**src/inc/dac_update_defines.svh**
```systemverilog
// offsets, field positions and reset values for the dac update control
// Behaviour
// - per-channel enable; disabled channel output off
// - update source select in control bits 6:4
// - codes 000-011 latch on timer 0-3 overflow
// - code 100 latches on pin rising edge
// - code 101 latches on pin falling edge
// - code 110 latches on any pin edge
// - default 111: high byte write latches both
// - timer/pin modes hold writes until event
// - justify 0 means left-justified word
// - justify 1 (bit 2) means right-justified word
// - range bits 1:0, 00 gives 0.25 mA
// - range 01 gives 0.5 mA
// - range 10 gives 1.0 mA
// - range 11 gives 2.0 mA
// - reset range is 2 mA
`ifndef DAC_UPDATE_DEFINES_SVH
`define DAC_UPDATE_DEFINES_SVH
`define OFS_DAC0_CONTROL   8'hB9
`define OFS_DAC0_DATA_LOW  8'hBA
`define OFS_DAC0_DATA_HIGH 8'hBB
`define OFS_DAC1_CONTROL   8'hBC
`define OFS_DAC1_DATA_LOW  8'hBD
`define OFS_DAC1_DATA_HIGH 8'hBE
`define OFS_DAC_STATUS     8'hBF
`define CTRL_RESET         8'h73
`define CTRL_WRITE_MASK    8'hF7
`define BIT_ENABLE         7
`define BIT_JUSTIFY        2
`define SRC_HI             6
`define SRC_LO             4
`define RANGE_HI           1
`define RANGE_LO           0
`endif

```
**src/inc/dac_update_pkg.sv**
```systemverilog
// types for the dac update control
package dac_update_pkg;
   typedef enum logic [2:0] {
      SRC_TIMER0, SRC_TIMER1, SRC_TIMER2, SRC_TIMER3,
      SRC_PIN_RISE, SRC_PIN_FALL, SRC_PIN_ANY, SRC_ON_WRITE
   } update_source_t;
   typedef enum logic [1:0] {
      RANGE_0P25MA, RANGE_0P5MA, RANGE_1MA, RANGE_2MA
   } fullscale_range_t;
endpackage : dac_update_pkg

```
**src/rtl/dac_channel.sv**
```systemverilog
// one dac channel: control register, held data, converter latch
`timescale 1ns/100ps
`include "dac_update_defines.svh"
module dac_channel
   import dac_update_pkg::*;
(
   input  wire logic        clk,
   input  wire logic        rst_b,
   input  wire logic        wr_ctrl,
   input  wire logic        wr_low,
   input  wire logic        wr_high,
   input  wire logic [7:0]  wdata,
   input  wire logic [3:0]  timer_overflow,
   input  wire logic        pin_rise,
   input  wire logic        pin_fall,
   output logic      [7:0]  control,
   output logic      [7:0]  data_low,
   output logic      [7:0]  data_high,
   output logic      [11:0] dac_code,
   output logic             dac_enable,
   output logic      [1:0]  fullscale_range,
   output logic             update_pulse
);
   update_source_t  source;
   logic            event_hit;
   logic            right_justify;
   logic [11:0]     word;

   assign source        = update_source_t'(control[`SRC_HI:`SRC_LO]);
   assign right_justify = control[`BIT_JUSTIFY];
   assign dac_enable    = control[`BIT_ENABLE];
   assign fullscale_range = control[`RANGE_HI:`RANGE_LO];

   always_comb
   begin
      case (source)
         SRC_TIMER0:   event_hit = timer_overflow[0];
         SRC_TIMER1:   event_hit = timer_overflow[1];
         SRC_TIMER2:   event_hit = timer_overflow[2];
         SRC_TIMER3:   event_hit = timer_overflow[3];
         SRC_PIN_RISE: event_hit = pin_rise;
         SRC_PIN_FALL: event_hit = pin_fall;
         SRC_PIN_ANY:  event_hit = pin_rise | pin_fall;
         SRC_ON_WRITE: event_hit = wr_high;
         default:      event_hit = 1'b0;
      endcase
   end

   // on-write mode uses the new high byte written in this very cycle
   logic [7:0] high_now;
   assign high_now = (wr_high) ? wdata : data_high;
   assign word = right_justify ? {high_now[3:0], data_low}
                               : {high_now, data_low[7:4]};
   assign update_pulse = event_hit;

   always_ff @(posedge clk)
   begin
      if (!rst_b)
      begin
         control   <= `CTRL_RESET;
         data_low  <= 8'h00;
         data_high <= 8'h00;
         dac_code  <= 12'h000;
      end
      else
      begin
         if (wr_ctrl)
            control <= wdata & `CTRL_WRITE_MASK;
         if (wr_low)
            data_low <= wdata;
         if (wr_high)
            data_high <= wdata;
         if (event_hit)
            dac_code <= word;
      end
   end

   AST_RESERVED_ZERO: assert property (@(posedge clk) disable iff (!rst_b)
      control[3] == 1'b0) else $error("reserved control bit set");
   AST_HOLD: assert property (@(posedge clk) disable iff (!rst_b)
      !event_hit |=> $stable(dac_code)) else $error("dac code changed without event");
   AST_ONWRITE: assert property (@(posedge clk) disable iff (!rst_b)
      (source == SRC_ON_WRITE && wr_high && !right_justify)
      |=> dac_code[11:4] == $past(wdata)) else $error("high write not latched");
   AST_LOWONLY: assert property (@(posedge clk) disable iff (!rst_b)
      (source == SRC_ON_WRITE && wr_low && !wr_high) |=> $stable(dac_code))
      else $error("low write alone reached dac");
   AST_RISE: assert property (@(posedge clk) disable iff (!rst_b)
      (source == SRC_PIN_RISE && pin_rise && !wr_high && !wr_low)
      |=> dac_code == $past(right_justify ? {data_high[3:0], data_low}
                                          : {data_high, data_low[7:4]}))
      else $error("rise edge update missing");
   AST_TIMER: assert property (@(posedge clk) disable iff (!rst_b)
      (source == SRC_TIMER2 && !timer_overflow[2]) |=> $stable(dac_code))
      else $error("timer 2 mode updated without overflow");
endmodule : dac_channel

```
**src/rtl/current_dac_update_control.sv**
```systemverilog
// two-channel current dac update control with register port
`timescale 1ns/100ps
`include "dac_update_defines.svh"
module current_dac_update_control
   import dac_update_pkg::*;
(
   input  wire logic        clk,
   input  wire logic        rst_b,
   input  wire logic [7:0]  addr,
   input  wire logic [7:0]  wdata,
   input  wire logic        wr_en,
   input  wire logic        rd_en,
   output logic      [7:0]  rdata,
   input  wire logic [3:0]  timer_overflow,
   input  wire logic        conversion_start_pin,
   output logic      [11:0] channel0_code,
   output logic      [11:0] channel1_code,
   output logic             channel0_enable,
   output logic             channel1_enable,
   output logic      [1:0]  channel0_fullscale_range,
   output logic      [1:0]  channel1_fullscale_range
);
   logic       pin_meta;
   logic       pin_sync;
   logic       pin_last;
   logic       pin_rise;
   logic       pin_fall;
   logic [7:0] ctrl0, low0, high0, ctrl1, low1, high1;
   logic [11:0] code0, code1;
   logic       en0, en1;
   logic [1:0] rng0, rng1;
   logic       upd0, upd1;
   logic [7:0] next_rdata;
   logic [7:0] status;

   // pin synchroniser and edge detect
   always_ff @(posedge clk)
   begin
      if (!rst_b)
      begin
         pin_meta <= 1'b0;
         pin_sync <= 1'b0;
         pin_last <= 1'b0;
      end
      else
      begin
         pin_meta <= conversion_start_pin;
         pin_sync <= pin_meta;
         pin_last <= pin_sync;
      end
   end
   assign pin_rise = pin_sync & ~pin_last;
   assign pin_fall = ~pin_sync & pin_last;

   logic wr_c0, wr_l0, wr_h0, wr_c1, wr_l1, wr_h1;
   assign wr_c0 = wr_en && addr == `OFS_DAC0_CONTROL;
   assign wr_l0 = wr_en && addr == `OFS_DAC0_DATA_LOW;
   assign wr_h0 = wr_en && addr == `OFS_DAC0_DATA_HIGH;
   assign wr_c1 = wr_en && addr == `OFS_DAC1_CONTROL;
   assign wr_l1 = wr_en && addr == `OFS_DAC1_DATA_LOW;
   assign wr_h1 = wr_en && addr == `OFS_DAC1_DATA_HIGH;

   dac_channel u_ch0 (
      .clk(clk), .rst_b(rst_b), .wr_ctrl(wr_c0), .wr_low(wr_l0), .wr_high(wr_h0),
      .wdata(wdata), .timer_overflow(timer_overflow), .pin_rise(pin_rise),
      .pin_fall(pin_fall), .control(ctrl0), .data_low(low0), .data_high(high0),
      .dac_code(code0), .dac_enable(en0), .fullscale_range(rng0), .update_pulse(upd0)
   );
   dac_channel u_ch1 (
      .clk(clk), .rst_b(rst_b), .wr_ctrl(wr_c1), .wr_low(wr_l1), .wr_high(wr_h1),
      .wdata(wdata), .timer_overflow(timer_overflow), .pin_rise(pin_rise),
      .pin_fall(pin_fall), .control(ctrl1), .data_low(low1), .data_high(high1),
      .dac_code(code1), .dac_enable(en1), .fullscale_range(rng1), .update_pulse(upd1)
   );

   // disabled channel drives zero code
   assign channel0_code = en0 ? code0 : 12'h000;
   assign channel1_code = en1 ? code1 : 12'h000;
   assign channel0_enable = en0;
   assign channel1_enable = en1;
   assign channel0_fullscale_range = rng0;
   assign channel1_fullscale_range = rng1;

   assign status = {6'h00, pin_sync, en0 | en1};

   always_comb
   begin
      case (addr)
         `OFS_DAC0_CONTROL:   next_rdata = ctrl0;
         `OFS_DAC0_DATA_LOW:  next_rdata = low0;
         `OFS_DAC0_DATA_HIGH: next_rdata = high0;
         `OFS_DAC1_CONTROL:   next_rdata = ctrl1;
         `OFS_DAC1_DATA_LOW:  next_rdata = low1;
         `OFS_DAC1_DATA_HIGH: next_rdata = high1;
         `OFS_DAC_STATUS:     next_rdata = status;
         default:             next_rdata = 8'h00;
      endcase
   end

   always_ff @(posedge clk)
   begin
      if (!rst_b)
         rdata <= 8'h00;
      else if (rd_en)
         rdata <= next_rdata;
      else
         rdata <= 8'h00;
   end

   AST_DISABLED_ZERO: assert property (@(posedge clk) disable iff (!rst_b)
      !channel0_enable |-> channel0_code == 12'h000) else $error("disabled ch0 drives");
   AST_ANY_EDGE: assert property (@(posedge clk) disable iff (!rst_b)
      (ctrl1[6:4] == 3'h6 && pin_fall) |-> upd1) else $error("any-edge missed fall");
   AST_HIGH_WRITE_UPD: assert property (@(posedge clk) disable iff (!rst_b)
      (ctrl0[6:4] == 3'h7 && wr_h0) |-> upd0) else $error("high write gave no update");
   AST_RESET_RANGE: assert property (@(posedge clk)
      !rst_b |=> channel0_fullscale_range == 2'h3 && channel1_fullscale_range == 2'h3)
      else $error("range not 2 mA after reset");
endmodule : current_dac_update_control

```
**config.mk**
```make
export PLATFORM = sky130hd
export DESIGN_NAME = current_dac_update_control
export DESIGN_NICKNAME = d
export VERILOG_FILES = /design/src/inc/dac_update_pkg.sv /design/src/rtl/dac_channel.sv /design/src/rtl/current_dac_update_control.sv
export VERILOG_INCLUDE_DIRS = /design/src /design/src/inc
export SDC_FILE = /design/constraint.sdc
export NUM_CORES = 1
export LEC_CHECK = 0
export BUFFER_PORTS_ARGS = -buffer_cell sky130_fd_sc_hd__buf_2
export CAP_MARGIN = 20
export CELL_PAD_IN_SITES_DETAIL_PLACEMENT = 1
export CELL_PAD_IN_SITES_GLOBAL_PLACEMENT = 2
export CORE_ASPECT_RATIO = 2
export CORE_MARGIN = 3
export CORE_UTILIZATION = 34
export CTS_BUF_LIST = sky130_fd_sc_hd__clkbuf_16
export DETAILED_ROUTE_END_ITERATION = 16
export PLACE_DENSITY = 0.8
export SLEW_MARGIN = 20
export SYNTH_ARGS = -nofsm -noshare
export SYNTH_HDL_FRONTEND = slang
export SYNTH_SLANG_ARGS = --single-unit
export TNS_END_PERCENT = 50
```
**constraint.sdc**
```tcl
create_clock -name clk -period 2.05 [get_ports clk]
set_input_delay 0.3075 -clock clk [delete_from_list [all_inputs] [get_ports clk]]
set_output_delay 0.3075 -clock clk [all_outputs]
set_load 0.02 [all_outputs]
```
==> run metrics <==
YS warnings=0; die area=13,300 um2; fin crit share=95.6%; Post-Route WL=14,000 um; clock slew at reported path FFs=about 0.070 ns; dpl hpwl=10,500 um; critical path's largest stage delay=~0.44 ns; Crit path buffers/inverters=2; storage element area=around 1600 um2; PwrDens=approximately 740 nW/um2; Final nets=between 500 and 600; sequential share of power=~44%; root buf cell=clkbuf_16; Synth top area share=between 40% and 50%; CP Max Fanout=17; crit-path cells=inv_1 > ha_1 > or3b_2 > o311ai_0 > o22ai_2 > buf_12 > nand2_1 > o22ai_1; Area contributors post-synth=dfxtp_1 (40%), mux2i_1 (7.4%), nand3_1 (5.7%); grt ovf=0; number of fill cells=1,383; post-synth net total=480; largest net degree at the start of global routing=45; area occupied by multi-input gates=between 2000 and 2500 um2; endpoints failing hold=0; final count of pins violating max slew=0; crit path DAT=2.19 ns; critical path class=reg -> reg; Die X=a little over 80 um; sw frac=about 22%; synthesized area per cell=between 8 and 9 um2; CTS Buf Count=9; Port-buffer cells=62; die height=between 150 and 200 um; Final GP Congestion=slightly below 0.9; Mapped Cells=453; TritonCTS clock tree=yes; Pre-antenna DRT Iters=5; # IOs=between 60 and 70; cell taking the most area after synthesis=dfxtp_1; Initial Util=approximately a third; actual slew at the worst max-slew pin=0.593 ns; drt first-iter violations=approximately 280; crit start category=flop; Clk Latency, worst-skew pair=~0.35 ns; crit end category=flop; FMAX=roughly 0.51 GHz; Via-to-Cell Ratio=5.60; Core Area=approximately 11,000 um2; first-pass GRT wire length=22,400 um; Setup violations, final=0; P&R area growth vs syn=22.3%; Clk network pwr share=just over 50%; Total GRT Usage=between 20% and 30%; Tmin final=approximately 2.0 ns; number of distinct library cells after synthesis=51; n_diodes=0; switching pwr=slightly above 800 uW; vias in the first global route=3,889; outcome=complete, no violations; Hold-fix buffers, CTS=0; most instantiated cells after synthesis=dfxtp_1 (81), nand2_1 (57), nand3_1 (46); ANT nets after route=0; R2R setup slack=about 0.091 ns; maxcap violations=0; Comb power frac=5.2%; via count=3,748; Worst path slowest cell=or3b_2; Final Worst Setup Slack=between 0.09 and 0.1 ns; H-tree Lvls=3; share of synthesized registers carrying an async set or reset=0%; Setup TNS Final=0 ns; pre-CTS setup slack=-0.0783 ns; hold_ws=0.160 ns; number of synthesized register bits=between 80 and 90; Synth Flop Type=dfxtp_1; Rel. slew slack=60.2%; cell area after synthesis=roughly 4000 um2; CTS sink cnt=~80; Req. time, crit path=2.28 ns; sequential fraction of the synthesis area=between 40% and 50%; Internal Power=about 2800 uW; Hold Path Class=in -> reg; post-CTS setup buffer count=0; clk buf depth=2; Post-synth EDFFs=0; DR WL/cell=around 21 um; Pleak=just under 0.002 uW; row count=55; fraction of layout cells with a size suffix above 1=between 20% and 30%; Clock Skews=0.0115 ns; Post-route DRC=0; VDD IR-drop max=~0.44 mV; initial antenna violation count=0; cell with the most instances after synthesis=dfxtp_1; CP delay by family, top=simple AND/OR/NAND/NOR gates; unrepaired setup endpoints after global routing=no
[metal layers]
layer / routed length [um] / GRT usage, % / vias up
li1: - / - / 1763
met1: 5260 / 23.3 / 1814
met2: 7480 / 40.1 / 134
met3: 591 / 3.20 / 37
met4: 627 / 10.4 / 0
met5: 0 / 0 / -
[layout make-up]
class	count	share of cell area (%)
well taps	142	3.59
clock buffers	9	4.55
repair buffers	93	11.5
flip-flops and latches	81	32.8
clock inverters	7	2.38
inverters	11	0.835
multi-input cells	326	44.4
[logic make-up (layout without fill, tap and decap cells)]
logic type | count (synthesis) | after routing | synth area share, %
and+or+nand+nor | 188 | 188 | 23.6
AOI/OAI and AO/OA | 87 | 87 | 14.3
DFF | 81 | 81 | 40.1
muxes | 49 | 49 | 15.5
buffers and inverters | 46 | 120 | 5.84
adders and majority gates | 2 | 2 | 0.618
[power groups by stage]
stage	logic, uW	clock network (uW)	registers (uW)
2_1_floorplan	93.2	0	1620
3_3_place_gp	182	0	1620
3_5_place_dp	188	0	1620
4_1_cts	188	1900	1580
5_1_grt	203	1950	1580
6_report	188	1870	1580
[final timing paths]
kind / startpoint / to / depth (start not counted)
hold reg to reg: pin_meta / pin_sync / 1
setup / recovery: pin_sync / u_ch0.dac_code[6] / 8
setup reg to reg: pin_sync / u_ch0.dac_code[6] / 8
hold / removal: conversion_start_pin / pin_meta / 2
[registers in the layout, summed over array words and instances (netlist names)]
name,count
u_ch0.data_high,8
u_ch1.data_low,8
u_ch1.dac_code,12
pin_sync,1
u_ch1.data_high,8
u_ch1.control,7
u_ch0.dac_code,12
pin_meta,1
u_ch0.control,7
pin_last,1
u_ch0.data_low,8
rdata,8
[cell usage in the layout (no fill, tap or decap), types with 4 or more instances in the layout]
cell type / netlist / layout
mux2_2: 10 / 10
mux4_2: 6 / 6
mux2i_1: 30 / 30
a21oi_1: 30 / 30
inv_1: 11 / 11
o22ai_1: 8 / 8
nand2_1: 57 / 57
buf_2: 7 / 62
a31oi_1: 4 / 4
a22oi_1: 11 / 11
dfxtp_1: 81 / 80
buf_4: 5 / 29
o21ai_0: 9 / 8
clkbuf_16: 0 / 9
nor2_1: 27 / 27
nand3_1: 46 / 46
nor2b_1: 5 / 5
and2_1: 30 / 30
nor3_1: 10 / 10
a211oi_1: 10 / 10
[per-stage QoR]
| step | area (um2) | total power [uW] | utilization (%) | std cells |
|---|---|---|---|---|
| 2_1_floorplan | 4050 | 1710 | - | 453 |
| 3_3_place_gp | 4600 | 1800 | 40.1 | 653 |
| 3_5_place_dp | 4600 | 1810 | 40.1 | 653 |
| 4_1_cts | 4950 | 3680 | 43.0 | 669 |
| 5_1_grt | 4950 | 3740 | 43.0 | 669 |
| 6_report | 4950 | 3640 | 43.0 | 669 |
[what timing repair did]
action,CTS,global route
endpoints found under the hold margin,0,0
setup endpoints to repair,4,11
cloned,0,0
gates resized for setup,1,1
Note: power is estimated with default switching activity, not from simulation.
